[src/dca_pkg.sv]
// Constants, field layout and state type of the two-channel transfer engine
// Behaviour
// - Mode bits 5:3 = 010/011 give memory-to-peripheral, memory address up/down.
// - Mode bits 5:3 = 100/101 give peripheral-to-memory, memory address up/down.
// - Mode bits 5:3 = 000/001 give memory-to-memory, both addresses moving together.
// - Writing a base register loads the matching current register simultaneously.
// - Peripheral transfers keep the port address fixed, step only memory address.
// - Memory-to-peripheral: ack, latch high, port address, io write; then latch low, memory read.
// - Peripheral-to-memory: ack, latch high, port address, io read; then latch low, memory write.
// - Peripheral transfers start only from the channel request pin, single or demand.
// - Memory-to-memory ignores polarity, request mode and auto-initialise; software writes bit 0 zero.
// - Memory-to-memory starts only when software writes command bit 5 set.
// - Memory-to-memory keeps the bus until terminal count, except a non-maskable abort or an external master set above the channels.
// - Memory-to-memory reads at port address, holds the byte, writes at memory address.
// - For peripheral types command bit 5 one enables, zero disables the channel.
// - Any write to an enabled channel's register other than the command register disables it; reads never disable it.
// - Single or software requests for a disabled channel are dropped, not remembered.
// - Channel 1 beats channel 0; channel 0 resumes when channel 1 request drops.
// - External master requests on active-low level input, granted on active-low output.
// - Control bits 4:3: 11 external above channels, 10 below; bit 4 zero means none.
// - External top: suspend channel after current byte, serve master, then pending channels.
// - External bottom: grant only after channel work ends; later requests wait for master.
// - Once granted, the bus stays with the external master until it drops its request.
// - Control bit 2 one enables abort on non-maskable interrupt, zero disables it.
// - Mode bit 1: zero single byte per request edge, one demand while level holds.
// - Mode bit 2: zero falling edge or low level, one rising edge or high level.
// - Count reaching zero raises terminal count and status bit 0, cleared by status read.
package dca_pkg;
   localparam int ADDR_W = 16;
   localparam int CNT_W = 16;
   localparam int DATA_W = 8;
   localparam int APB_AW = 8;
   localparam int NCH = 2;
   // Register map: per channel block, channel 1 at CH_STRIDE
   localparam logic [7:0] OFS_MODE = 8'h00;
   localparam logic [7:0] OFS_CMD = 8'h04;
   localparam logic [7:0] OFS_STAT = 8'h08;
   localparam logic [7:0] OFS_BPORT = 8'h0c;
   localparam logic [7:0] OFS_BMEM = 8'h10;
   localparam logic [7:0] OFS_BCNT = 8'h14;
   localparam logic [7:0] OFS_CPORT = 8'h18;
   localparam logic [7:0] OFS_CMEM = 8'h1c;
   localparam logic [7:0] CH_STRIDE = 8'h20;
   localparam logic [7:0] LOC_MASK = 8'h1f;
   localparam int CH_BIT = 5;
   localparam logic [7:0] OFS_CTRL = 8'h40;
   localparam logic [7:0] OFS_CCNT0 = 8'h48;
   localparam logic [7:0] OFS_CCNT1 = 8'h4c;
   localparam logic [7:0] OFS_NMICLR = 8'h44;
   // Field positions
   localparam int MODE_AUTO = 0;
   localparam int MODE_DEMAND = 1;
   localparam int MODE_POL = 2;
   localparam int MODE_DEC = 3;
   localparam int MODE_TYPE_LO = 4;
   localparam int MODE_TYPE_HI = 5;
   localparam int CMD_EN = 5;
   localparam int STAT_TC = 0;
   localparam int CTRL_NMI = 2;
   localparam int CTRL_EXTPRI = 3;
   localparam int CTRL_EXTON = 4;
   // Transfer type encodings of mode bits 5:4
   localparam logic [1:0] TYPE_M2M = 2'h0;
   localparam logic [1:0] TYPE_M2IO = 2'h1;
   localparam logic [1:0] TYPE_IO2M = 2'h2;
   // Reset values
   localparam logic [7:0] REG8_RST = 8'h00;
   localparam logic [15:0] REG16_RST = 16'h0000;
   localparam logic [CNT_W-1:0] CNT_ONE = 16'h0001;
   localparam logic [ADDR_W-1:0] ADDR_ONE = 16'h0001;
   localparam logic [ADDR_W-1:0] ADDR_IDLE = 16'h0000;
   // Synchroniser order {nmiN, cpuBusAckN, extBusRequestN, dmaRequest[1:0]}
   localparam int SYN_W = 5;
   localparam logic [SYN_W-1:0] SYN_RST = 5'h1c;
   localparam int SYN_EXT = 2;
   localparam int SYN_ACK = 3;
   localparam int SYN_NMI = 4;
   typedef enum logic [3:0] {
      ST_IDLE, ST_BUSREQ, ST_ARB, ST_S1, ST_S2, ST_S3, ST_S4, ST_EXTG, ST_REL
   } dca_state_e;
endpackage : dca_pkg

[src/dca_engine.sv]
// Two-channel byte transfer engine with APB registers and bus arbitration
`timescale 1ns/100ps
module dca_engine (
   // Clock and reset
   input wire logic clk,
   input wire logic rst,
   // APB slave
   input wire logic psel,
   input wire logic penable,
   input wire logic pwrite,
   input wire logic [dca_pkg::APB_AW-1:0] paddr,
   input wire logic [31:0] pwdata,
   output logic [31:0] prdata,
   output logic pready,
   output logic pslverr,
   // Channel pins
   input wire logic [dca_pkg::NCH-1:0] dmaRequest,
   output logic [dca_pkg::NCH-1:0] dmaAckN,
   output logic [dca_pkg::NCH-1:0] terminalCount,
   // System bus strobes, address and data
   output logic portAddrLatch,
   output logic ioWriteN,
   output logic ioReadN,
   output logic memReadN,
   output logic memWriteN,
   output logic [dca_pkg::ADDR_W-1:0] addrBus,
   input wire logic [dca_pkg::DATA_W-1:0] dataIn,
   output logic [dca_pkg::DATA_W-1:0] dataOut,
   output logic dataOe,
   // Processor bus handshake
   output logic cpuBusRequestN,
   input wire logic cpuBusAckN,
   // External master and abort input
   input wire logic extBusRequestN,
   output logic extBusGrantN,
   input wire logic nmiN
);
   import dca_pkg::*;
   logic [7:0] modeFf [NCH];
   logic [7:0] ctrlFf;
   logic [ADDR_W-1:0] basePortFf [NCH];
   logic [ADDR_W-1:0] baseMemFf [NCH];
   logic [CNT_W-1:0] baseCntFf [NCH];
   logic [ADDR_W-1:0] curPortFf [NCH];
   logic [ADDR_W-1:0] curMemFf [NCH];
   logic [CNT_W-1:0] curCntFf [NCH];
   logic [NCH-1:0] enFf, pendFf, tcFlagFf, reqPrevFf;
   logic [SYN_W-1:0] syn1Ff, syn2Ff, syn3Ff, stableFf;
   logic nmiPrevFf, nmiFlagFf, chFf, nxt_ch;
   dca_state_e stateFf, nxt_state;
   logic [NCH-1:0] reqLvl, levelOn, edgeOn, isM2m, isPer, want;
   logic extReq, extOn, extTop, apbWr, apbRd, chanHit, wrCh;
   logic [7:0] locOfs;
   logic [1:0] actType;
   // Step an address by one in the chosen direction
   function automatic logic [ADDR_W-1:0] stepAddr(input logic [ADDR_W-1:0] a, input logic dec);
      stepAddr = dec ? a - ADDR_ONE : a + ADDR_ONE;
   endfunction : stepAddr
   // Three-stage synchroniser; value accepted once stages two and three agree
   always_ff @(posedge clk or posedge rst) begin
      if (rst) begin
         syn1Ff <= SYN_RST;
         syn2Ff <= SYN_RST;
         syn3Ff <= SYN_RST;
         stableFf <= SYN_RST;
      end else begin
         syn1Ff <= {nmiN, cpuBusAckN, extBusRequestN, dmaRequest};
         syn2Ff <= syn1Ff;
         syn3Ff <= syn2Ff;
         stableFf <= (syn2Ff & ~(syn2Ff ^ syn3Ff)) | (stableFf & (syn2Ff ^ syn3Ff));
      end
   end
   // Previous levels for edge detection
   always_ff @(posedge clk or posedge rst) begin
      if (rst) begin
         reqPrevFf <= SYN_RST[NCH-1:0];
         nmiPrevFf <= SYN_RST[SYN_NMI];
      end else begin
         reqPrevFf <= reqLvl;
         nmiPrevFf <= stableFf[SYN_NMI];
      end
   end
   // Request qualification per channel
   always_comb begin
      reqLvl = stableFf[NCH-1:0];
      extReq = ~stableFf[SYN_EXT];
      extOn = ctrlFf[CTRL_EXTON];
      extTop = ctrlFf[CTRL_EXTON] & ctrlFf[CTRL_EXTPRI];
      for (int c = 0; c < NCH; c++) begin
         levelOn[c] = modeFf[c][MODE_POL] ? reqLvl[c] : ~reqLvl[c];
         edgeOn[c] = modeFf[c][MODE_POL] ? (reqLvl[c] & ~reqPrevFf[c])
            : (~reqLvl[c] & reqPrevFf[c]);
         isM2m[c] = modeFf[c][MODE_TYPE_HI:MODE_TYPE_LO] == TYPE_M2M;
         isPer[c] = (modeFf[c][MODE_TYPE_HI:MODE_TYPE_LO] == TYPE_M2IO)
            | (modeFf[c][MODE_TYPE_HI:MODE_TYPE_LO] == TYPE_IO2M);
         // Memory-to-memory runs on enable alone, pin and mode bits ignored
         want[c] = enFf[c] & (isM2m[c]
            | (isPer[c] & (modeFf[c][MODE_DEMAND] ? levelOn[c] : pendFf[c])));
      end
   end
   // APB decode
   always_comb begin
      apbWr = psel & penable & pwrite & pready;
      apbRd = psel & penable & ~pwrite & pready;
      chanHit = paddr < OFS_CTRL;
      wrCh = paddr[CH_BIT];
      locOfs = paddr & LOC_MASK;
      actType = modeFf[chFf][MODE_TYPE_HI:MODE_TYPE_LO];
   end
   // Transfer sequencer next state
   always_comb begin
      nxt_state = stateFf;
      nxt_ch = chFf;
      case (stateFf)
         ST_IDLE: begin
            if (((|want) & ~nmiFlagFf) | (extOn & extReq)) begin
               nxt_state = ST_BUSREQ;
            end
         end
         ST_BUSREQ: begin
            if (~stableFf[SYN_ACK]) begin
               nxt_state = ST_ARB;
            end
         end
         ST_ARB: begin
            if (extTop & extReq) begin
               nxt_state = ST_EXTG;
            end else if (nmiFlagFf) begin
               nxt_state = ST_REL;
            end else if (want[1]) begin
               nxt_state = ST_S1;
               nxt_ch = 1'b1;
            end else if (want[0]) begin
               nxt_state = ST_S1;
               nxt_ch = 1'b0;
            end else if (extOn & extReq) begin
               nxt_state = ST_EXTG;
            end else begin
               nxt_state = ST_REL;
            end
         end
         ST_S1: nxt_state = ST_S2;
         ST_S2: nxt_state = ST_S3;
         ST_S3: nxt_state = (curCntFf[chFf] == CNT_ONE) ? ST_S4 : ST_ARB;
         ST_S4: nxt_state = ST_ARB;
         ST_EXTG: begin
            if (~extReq) begin
               nxt_state = ST_ARB;
            end
         end
         ST_REL: begin
            if (stableFf[SYN_ACK]) begin
               nxt_state = ST_IDLE;
            end
         end
         default: nxt_state = ST_IDLE;
      endcase
   end
   // State and active channel
   always_ff @(posedge clk or posedge rst) begin
      if (rst) begin
         stateFf <= ST_IDLE;
         chFf <= 1'b0;
      end else begin
         stateFf <= nxt_state;
         chFf <= nxt_ch;
      end
   end
   // Global control and abort flag; a new abort edge wins over its clear
   always_ff @(posedge clk or posedge rst) begin
      if (rst) begin
         ctrlFf <= REG8_RST;
         nmiFlagFf <= 1'b0;
      end else begin
         if (apbWr && paddr == OFS_CTRL) begin
            ctrlFf <= pwdata[7:0];
         end
         if (ctrlFf[CTRL_NMI] & nmiPrevFf & ~stableFf[SYN_NMI]) begin
            nmiFlagFf <= 1'b1;
         end else if (apbWr && paddr == OFS_NMICLR) begin
            nmiFlagFf <= 1'b0;
         end
      end
   end
   // Channel registers, enable, pending request and terminal count flag
   always_ff @(posedge clk or posedge rst) begin
      if (rst) begin
         for (int c = 0; c < NCH; c++) begin
            modeFf[c] <= REG8_RST;
            basePortFf[c] <= REG16_RST;
            baseMemFf[c] <= REG16_RST;
            baseCntFf[c] <= REG16_RST;
            curPortFf[c] <= REG16_RST;
            curMemFf[c] <= REG16_RST;
            curCntFf[c] <= REG16_RST;
         end
         enFf <= '0;
         pendFf <= '0;
         tcFlagFf <= '0;
      end else begin
         for (int c = 0; c < NCH; c++) begin
            // Byte completion: count down, step addresses
            if (stateFf == ST_S3 && chFf == 1'(c)) begin
               curCntFf[c] <= curCntFf[c] - CNT_ONE;
               curMemFf[c] <= stepAddr(curMemFf[c], modeFf[c][MODE_DEC]);
               if (isM2m[c]) begin
                  curPortFf[c] <= stepAddr(curPortFf[c], modeFf[c][MODE_DEC]);
               end
               if (curCntFf[c] == CNT_ONE && !(isPer[c] && modeFf[c][MODE_AUTO])) begin
                  enFf[c] <= 1'b0;
               end
            end
            // Auto-initialise reload on terminal count, peripheral types only
            if (stateFf == ST_S4 && chFf == 1'(c) && isPer[c] && modeFf[c][MODE_AUTO]) begin
               curPortFf[c] <= basePortFf[c];
               curMemFf[c] <= baseMemFf[c];
               curCntFf[c] <= baseCntFf[c];
            end
            // Single request: remembered only while enabled
            if (nxt_state == ST_S1 && stateFf != ST_S1 && nxt_ch == 1'(c)) begin
               pendFf[c] <= 1'b0;
            end
            if (!enFf[c]) begin
               pendFf[c] <= 1'b0;
            end
            if (enFf[c] && isPer[c] && !modeFf[c][MODE_DEMAND] && edgeOn[c]) begin
               pendFf[c] <= 1'b1;
            end
            // Software writes; they take precedence over byte updates
            if (apbWr && chanHit && wrCh == 1'(c)) begin
               if (locOfs != OFS_CMD) begin
                  enFf[c] <= 1'b0;
               end
               if (locOfs == OFS_MODE) begin
                  modeFf[c] <= pwdata[7:0];
               end else if (locOfs == OFS_CMD) begin
                  enFf[c] <= pwdata[CMD_EN];
               end else if (locOfs == OFS_BPORT) begin
                  basePortFf[c] <= pwdata[ADDR_W-1:0];
                  curPortFf[c] <= pwdata[ADDR_W-1:0];
               end else if (locOfs == OFS_BMEM) begin
                  baseMemFf[c] <= pwdata[ADDR_W-1:0];
                  curMemFf[c] <= pwdata[ADDR_W-1:0];
               end else if (locOfs == OFS_BCNT) begin
                  baseCntFf[c] <= pwdata[CNT_W-1:0];
                  curCntFf[c] <= pwdata[CNT_W-1:0];
               end
            end
            // Terminal count flag: set beats clear by status read or write
            if (stateFf == ST_S3 && chFf == 1'(c) && curCntFf[c] == CNT_ONE) begin
               tcFlagFf[c] <= 1'b1;
            end else if (chanHit && wrCh == 1'(c) && (apbWr || (apbRd && locOfs == OFS_STAT))) begin
               tcFlagFf[c] <= 1'b0;
            end
         end
      end
   end
   // Bus pins, registered from the next state
   always_ff @(posedge clk or posedge rst) begin
      if (rst) begin
         dmaAckN <= '1;
         terminalCount <= '0;
         portAddrLatch <= 1'b0;
         ioWriteN <= 1'b1;
         ioReadN <= 1'b1;
         memReadN <= 1'b1;
         memWriteN <= 1'b1;
         addrBus <= ADDR_IDLE;
         dataOe <= 1'b0;
         cpuBusRequestN <= 1'b1;
         extBusGrantN <= 1'b1;
      end else begin
         dmaAckN <= '1;
         terminalCount <= '0;
         portAddrLatch <= 1'b0;
         ioWriteN <= 1'b1;
         ioReadN <= 1'b1;
         memReadN <= 1'b1;
         memWriteN <= 1'b1;
         addrBus <= ADDR_IDLE;
         dataOe <= 1'b0;
         cpuBusRequestN <= ~(nxt_state != ST_IDLE && nxt_state != ST_REL);
         extBusGrantN <= ~(nxt_state == ST_EXTG);
         if (nxt_state == ST_S1 || nxt_state == ST_S2 || nxt_state == ST_S3
               || nxt_state == ST_S4) begin
            dmaAckN[nxt_ch] <= 1'b0;
         end
         if (nxt_state == ST_S4) begin
            terminalCount[nxt_ch] <= 1'b1;
         end
         if (nxt_state == ST_S2) begin
            addrBus <= curPortFf[nxt_ch];
            if (isM2m[nxt_ch]) begin
               memReadN <= 1'b0;
            end else begin
               portAddrLatch <= 1'b1;
               ioWriteN <= ~(modeFf[nxt_ch][MODE_TYPE_HI:MODE_TYPE_LO] == TYPE_M2IO);
               ioReadN <= ~(modeFf[nxt_ch][MODE_TYPE_HI:MODE_TYPE_LO] == TYPE_IO2M);
            end
         end
         if (nxt_state == ST_S3) begin
            addrBus <= curMemFf[nxt_ch];
            if (actType == TYPE_M2M) begin
               memWriteN <= 1'b0;
               dataOe <= 1'b1;
            end else if (actType == TYPE_M2IO) begin
               ioWriteN <= 1'b0;
               memReadN <= 1'b0;
            end else begin
               ioReadN <= 1'b0;
               memWriteN <= 1'b0;
            end
         end
      end
   end
   // Held byte for memory-to-memory, captured at the end of the read phase
   always_ff @(posedge clk or posedge rst) begin
      if (rst) begin
         dataOut <= REG8_RST;
      end else if (stateFf == ST_S2 && isM2m[chFf]) begin
         dataOut <= dataIn;
      end
   end
   // APB answer: data prepared in setup, ready in the single access cycle
   always_ff @(posedge clk or posedge rst) begin
      if (rst) begin
         prdata <= '0;
         pready <= 1'b0;
         pslverr <= 1'b0;
      end else begin
         pready <= psel & ~penable;
         pslverr <= 1'b0;
         prdata <= '0;
         if (psel && !penable) begin
            if (chanHit) begin
               if (locOfs == OFS_MODE) begin
                  prdata <= {24'h000000, modeFf[wrCh]};
               end else if (locOfs == OFS_CMD) begin
                  prdata <= 32'(enFf[wrCh]) << CMD_EN;
               end else if (locOfs == OFS_STAT) begin
                  prdata <= 32'(tcFlagFf[wrCh]) << STAT_TC;
               end else if (locOfs == OFS_BPORT) begin
                  prdata <= {16'h0000, basePortFf[wrCh]};
               end else if (locOfs == OFS_BMEM) begin
                  prdata <= {16'h0000, baseMemFf[wrCh]};
               end else if (locOfs == OFS_BCNT) begin
                  prdata <= {16'h0000, baseCntFf[wrCh]};
               end else if (locOfs == OFS_CPORT) begin
                  prdata <= {16'h0000, curPortFf[wrCh]};
               end else if (locOfs == OFS_CMEM) begin
                  prdata <= {16'h0000, curMemFf[wrCh]};
               end else begin
                  pslverr <= 1'b1;
               end
            end else if (paddr == OFS_CTRL) begin
               prdata <= {24'h000000, ctrlFf};
            end else if (paddr == OFS_CCNT0) begin
               prdata <= {16'h0000, curCntFf[0]};
            end else if (paddr == OFS_CCNT1) begin
               prdata <= {16'h0000, curCntFf[1]};
            end else if (paddr == OFS_NMICLR) begin
               prdata <= 32'(nmiFlagFf);
            end else begin
               pslverr <= 1'b1;
            end
         end
      end
   end
endmodule : dca_engine

[config.mk]
export PLATFORM = sky130hd
export DESIGN_NAME = dca_engine
export DESIGN_NICKNAME = d
export VERILOG_FILES = /design/src/dca_pkg.sv /design/src/dca_engine.sv
export SDC_FILE = /design/constraint.sdc
export NUM_CORES = 1
export LEC_CHECK = 0
export ABC_AREA = 0
export BUFFER_PORTS_ARGS = -buffer_cell sky130_fd_sc_hd__clkbuf_2
export CAP_MARGIN = 20
export CORE_ASPECT_RATIO = 0.8
export CORE_UTILIZATION = 60
export DETAILED_ROUTE_END_ITERATION = 7
export PLACE_DENSITY = 0.79
export SETUP_SLACK_MARGIN = 0.2
export SYNTH_ARGS = -nofsm -noshare
export SYNTH_HDL_FRONTEND = slang
export SYNTH_SLANG_ARGS = --single-unit
[constraint.sdc]
create_clock -name clk -period 17.1 [get_ports clk]
set_input_delay 3.42 -clock clk [delete_from_list [all_inputs] [get_ports clk]]
set_output_delay 3.42 -clock clk [all_outputs]
set_load 0.03 [all_outputs]
### Word-level counts from Yosys, hierarchy flattened

Cells that the tools add are included.

| operators by class | value |
|---|---|
| reduce and logical (&&, ||, !) cells | 64 |
| bitwise logic cells | 54 |
| equal/unequal tests | 39 |
| magnitude comparators | 8 |
| mux-type cells | 190 |
| add/subtract/negate cells | 10 |

Operators with widths:

| operator | number |
|---|---|
| $mux W16 | 85 |
| $sub A16 B1 Y16 const B | 6 |
| $mux W1 | 80 |
| $add A16 B1 Y16 const B | 4 |
| $mux W32 | 2 |
| $eq A16 B1 Y1 const B | 3 |
| $logic_and A1 B1 Y1 | 37 |
| $mux W4 | 9 |
| $mux W6 | 6 |
| $pmux W4 S9 | 1 |
| $eq A4 B3 Y1 const B | 8 |
| $eq A8 B7 Y1 const B | 4 |
| $mux W8 | 3 |
| $and A1 B1 Y1 | 20 |
| $eq A5 B5 Y1 const B | 4 |
| $not A1 Y1 | 20 |
| $eq A4 B2 Y1 const B | 3 |
| $reduce_and A6 Y1 | 2 |
| $and A5 B5 Y5 | 2 |
| $eq A5 B4 Y1 const B | 2 |
| $reduce_and A5 Y1 | 2 |
| $eq A2 B1 Y1 const B | 4 |
| $logic_not A8 Y1 | 1 |
| $lt A8 B7 Y1 const B | 1 |
| other kinds (29) | 56 |

| word-level totals | value |
|---|---|
| flip-flop bits (word level) | 321 |
| output and inout port bits | 70 |
| bits of input ports | 58 |

### Depth between registers and ports, before layout

| depth | value |
|---|---|
| word-level depth | 22 |
| depth in mapped cells | 11 |
| mapped depth without buffers | 9 |

### Worst setup path after synthesis

Ideal clock, no wire load.

| path | value |
|---|---|
| path type | input -> register |
| from | in paddr[2] in the netlist's numbering |
| to | reg curMemFf[9] in the netlist's numbering |
| library setup time | 95 ps |
| stages | 8 |
| path buffers | 3 |
| slack | 12044 ps |
| arrival | 4961 ps |
| cells stage by stage | clkbuf_1 -> nor3_1 -> nand2_1 -> nor2_1 -> buf_2 -> buf_1 -> nand2_1 -> o31ai_1 |

| between the ends | value |
|---|---|
| word-level cells in the longest chain between the ends | 6 |
| elaborated cells on any way between the ends | 12 |
| classes of those cells | 1 x order compare; 3 x eq/ne; 5 x mux; 3 x reduce/logical |

RTL lines:

| what | RTL line | text |
|---|---|---|
| from (decl) | dca_engine.sv:11 | `input wire logic [dca_pkg::APB_AW-1:0] paddr,` |
| $eq A5 B5 Y1 | dca_engine.sv:241 | `end else if (locOfs == OFS_BMEM) begin` |
| $mux W16 | dca_engine.sv:241 |  |
| $mux W16 | dca_engine.sv:238 | `end else if (locOfs == OFS_BPORT) begin` |
| $mux W16 | dca_engine.sv:236 | `end else if (locOfs == OFS_CMD) begin` |
| $mux W16 | dca_engine.sv:234 | `if (locOfs == OFS_MODE) begin` |
| $mux W16 (*) | dca_engine.sv:230 | `if (apbWr && chanHit && wrCh == 1'(c)) begin` |
| to (signal, indexed assignment) | dca_engine.sv:205 | `curMemFf[c] <= stepAddr(curMemFf[c], modeFf[c][MODE_DEC]);` |
| to (signal, indexed assignment) | dca_engine.sv:216 | `curMemFf[c] <= baseMemFf[c];` |
| to (signal, indexed assignment) | dca_engine.sv:243 | `curMemFf[c] <= pwdata[ADDR_W-1:0];` |
| to (decl) | dca_engine.sv:45 | `logic [ADDR_W-1:0] curMemFf [NCH];` |

Mark *: on every way between the ends. The rest lies on a longest branch, timed or not.
A chain may end at the register's enable or synchronous reset.

### Worst setup path in the final report

| path | value |
|---|---|
| from | in paddr[5] in the netlist's numbering |
| to | reg prdata[0] |

| between the ends | value |
|---|---|
| word-level cells in the longest chain between the ends | 14 |
| elaborated cells on any way between the ends | 40 |
| classes of those cells | 1 x order compare; 4 x eq/ne; 34 x mux; 1 x bitwise |

RTL lines:

| what | RTL line | text |
|---|---|---|
| $not A1 Y2 (implied by the code) | -- |  |
| $mux W16 (implied by the code) (3 in series) | dca_engine.sv:351 | `prdata <= {16'h0000, curMemFf[wrCh]};` |
| $mux W16 | dca_engine.sv:350 | `end else if (locOfs == OFS_CMEM) begin` |
| $mux W16 | dca_engine.sv:348 | `end else if (locOfs == OFS_CPORT) begin` |
| $mux W16 | dca_engine.sv:346 | `end else if (locOfs == OFS_BCNT) begin` |
| $mux W16 | dca_engine.sv:344 | `end else if (locOfs == OFS_BMEM) begin` |
| $mux W16 | dca_engine.sv:342 | `end else if (locOfs == OFS_BPORT) begin` |
| $mux W16 | dca_engine.sv:340 | `end else if (locOfs == OFS_STAT) begin` |
| $mux W16 | dca_engine.sv:338 | `end else if (locOfs == OFS_CMD) begin` |
| $mux W16 | dca_engine.sv:336 | `if (locOfs == OFS_MODE) begin` |
| $mux W32 (*) | dca_engine.sv:335 | `if (chanHit) begin` |
| $mux W32 (*) | dca_engine.sv:334 | `if (psel && !penable) begin` |
| to (signal assigned) | dca_engine.sv:337 | `prdata <= {24'h000000, modeFf[wrCh]};` |
| to (signal assigned) | dca_engine.sv:339 | `prdata <= 32'(enFf[wrCh]) << CMD_EN;` |
| to (signal assigned) | dca_engine.sv:341 | `prdata <= 32'(tcFlagFf[wrCh]) << STAT_TC;` |
| to (decl) | dca_engine.sv:13 | `output logic [31:0] prdata,` |

Mark *: on every way between the ends. The rest lies on a longest branch, timed or not. The select of a mux whose other input is x is not followed.

==> metrics.cfg <==
[grt]
antenna_found_initial=0
overflow=0
grt_max_degree=184
grt_pass1_vias=15600
grt_pass1_wl_um=87300
grt.total_usage=0.365

[power_and_ir_drop]
power.density_nw_per_um2=78.5
peakVddDrop_v=0.0000720
power_leakage_nw=9.79

[drt]
wl_per_cell_um=22.3
avgViaCountPerCell=6.54
routed_wirelength_um=56200
vias=16500
first_iter_violations=1892
first_pass_iters=6
ant_nets=0
remaining_drc_errors=0

[run_status]
status=complete, no violations

[placement]
place_ws_ns=10.58
dp_hpwl_um=38500
routabilityCongestion=0.971
portBuffers=95

[yosys]
synthCells=2064
ys_seq_elements=305
synth_warnings=0
synthDistinctLibCells=81
synth_flop_cell=dfrtp_1
synth-edff-count=0
async_flop_share=1.00
syn_avg_cell_area_um2=8.86
seq_area_frac_synth=0.419
syn-cell-area_um2=18300

[timing]
setup_viol=0
period_share=0.359
tns_ns=0
holdWs_ns=0.357
rsz0062_at_grt=no
maxSlewViolCount=0
finalClockSkew_ns=0.0106
max_clock_freq_mhz=163
worst_slack_ns=10.95
tightest_slew_ns=1.07
hold_viol=0
max_slew_margin=0.285
min_period_ns=6.15

[worst_setup_path]
required_ns=17.45
r2r-start=modeFf[3]$_DFFE_PP0P_
cp-end-kind=flip-flop
critPathKind=primary input to flip-flop
reg2reg_depth=10
crit_path_max_fanout=49
r2r_end=curPortFf[10]$_DFF_PP0_
critPathArrivalTime_ns=6.50
reg2reg_slack_ns=13.41
cp-start-kind=primary input

[die]
core_area_um2=29600
rows=56
die_area_um2=31200
pin_count=128
initial_utilization=0.617
die_height_um=158
die_x_um=197

[clock_network]
cts_buffers=34
cts_sinks=305
cts_setup_buffers=0
path_clk_slew_ns=0.06
cts_buffer_depth=3
cts-resized-gates=0
holdBufCountCts=0
root_buffer=clkbuf_16
htree_levels=2
clkLatencyLatePin_ns=0.53
cts_tree=yes

[cells_and_area]
final_nets=2217
n_antenna_cell=0
area_delta_synth_final_pct=9.60
final_core_util=0.676
drive_gt1_frac=0.119
n_fill_cell=2343

[min_path]
hold_path.class=flip-flop to flip-flop
hold_end=syn2Ff[2]$_DFF_PP1_
hp-start=syn1Ff[2]$_DFF_PP1_
holdPathStages=0

[job]
drv_cap=0

[synth_stat cells (33+ instances only)]
master,count,share of area
nand2_1,411,0.084
dfrtp_1,284,0.39
o21ai_0,155,0.042
mux2i_1,138,0.076
nor2_1,132,0.027
a21oi_1,116,0.032
clkbuf_1,92,0.019
ha_1,62,0.042
o22ai_1,55,0.019
nor3_1,42,0.011
inv_1,33,0.0068
mux2_2,33,0.020
[worst max-delay path: stages]
cell and delay [ns]:
buf_4 0.57, buf_4 0.81, mux2i_1 0.45, o22ai_1 0.19
a2111oi_0 0.85, nor3_1 0.15
[worst max path at each step]
stage / startpoint / cells past startpoint / slack [ns] / endpoint
after floorplan: rst / 1 / 5.28 / async pin
after global placement: paddr[5] / 6 / 10.72 / prdata[0]$_DFF_PP0_
after detailed placement: paddr[5] / 6 / 10.58 / prdata[0]$_DFF_PP0_
after CTS: paddr[5] / 6 / 11.12 / prdata[0]$_DFF_PP0_
after global routing: paddr[5] / 6 / 10.99 / prdata[0]$_DFF_PP0_
final: paddr[5] / 6 / 10.95 / prdata[0]$_DFF_PP0_
[cell families (layout without fill, tap and decap cells)]
kind of cell	count (synthesis)	after routing	synth area share
compound gates	531	531	0.181
xor+xnor	56	56	0.0268
fa+ha+maj	71	71	0.0495
buf+inv	172	209	0.0414
flops	305	305	0.419
mux	172	172	0.0971
other cells	1	16	0.000205
simple gates	756	756	0.185
[registers in the layout, summed over array words and instances (netlist names), 32 cells and up, named ones only]
name	cells
curCntFf	32
curPortFf	32
curMemFf	32
baseMemFf	32
basePortFf	32
baseCntFf	32
[per-layer routing]
layer	routed length, µm	track usage	vias to the layer above
met5	0	0	-
met4	1550	0.111	0
met3	7010	0.0931	131
met2	24300	0.546	950
met1	23400	0.521	7995
li1	-	-	7420
[power by group]
group          switching, W  internal [W]  total [W]
sequential       0.00000991      0.000734   0.000744
clock              0.000301      0.000434   0.000735
combinational     0.0000676     0.0000277  0.0000953
[per-stage QoR]
step | cell area [µm²] | power, W | instances
detailed placement | 18900 | 0.000849 | 2461
global placement | 18900 | 0.000846 | 2460
floorplan | 18300 | 0.000820 | 2079
CTS | 20000 | 0.00158 | 2520
finish | 20000 | 0.00157 | 2522
global route | 20000 | 0.00161 | 2522
[final cells by class]
| cell class | instances | area [µm²] | area share |
|---|---|---|---|
| flip-flops and latches | 305 | 7660 | 0.382 |
| inverters | 33 | 131 | 0.00656 |
| repair buffers | 117 | 674 | 0.0336 |
| clock inverters | 9 | 75.1 | 0.00375 |
| multi-input cells | 1602 | 9960 | 0.497 |
| clock buffers | 50 | 1030 | 0.0516 |
| well taps | 406 | 508 | 0.0253 |
[placed cells by master, fill, tap and decap left out, drive strengths merged, types with 20 or more instances in the layout]
master / instances
a211oi: 20
a21o: 22
a21oi: 117
a22oi: 20
buf: 23
clkbuf: 144
dfrtp: 284
dfstp: 21
ha: 62
inv: 33
mux2: 33
mux2i: 138
nand2: 411
nand3: 32
nor2: 132
nor3: 42
o211ai: 24
o21ai: 158
o22ai: 55
o31ai: 26
or3: 30
xnor2: 25
xor2: 31
Note: power is estimated with default switching activity, not from simulation.
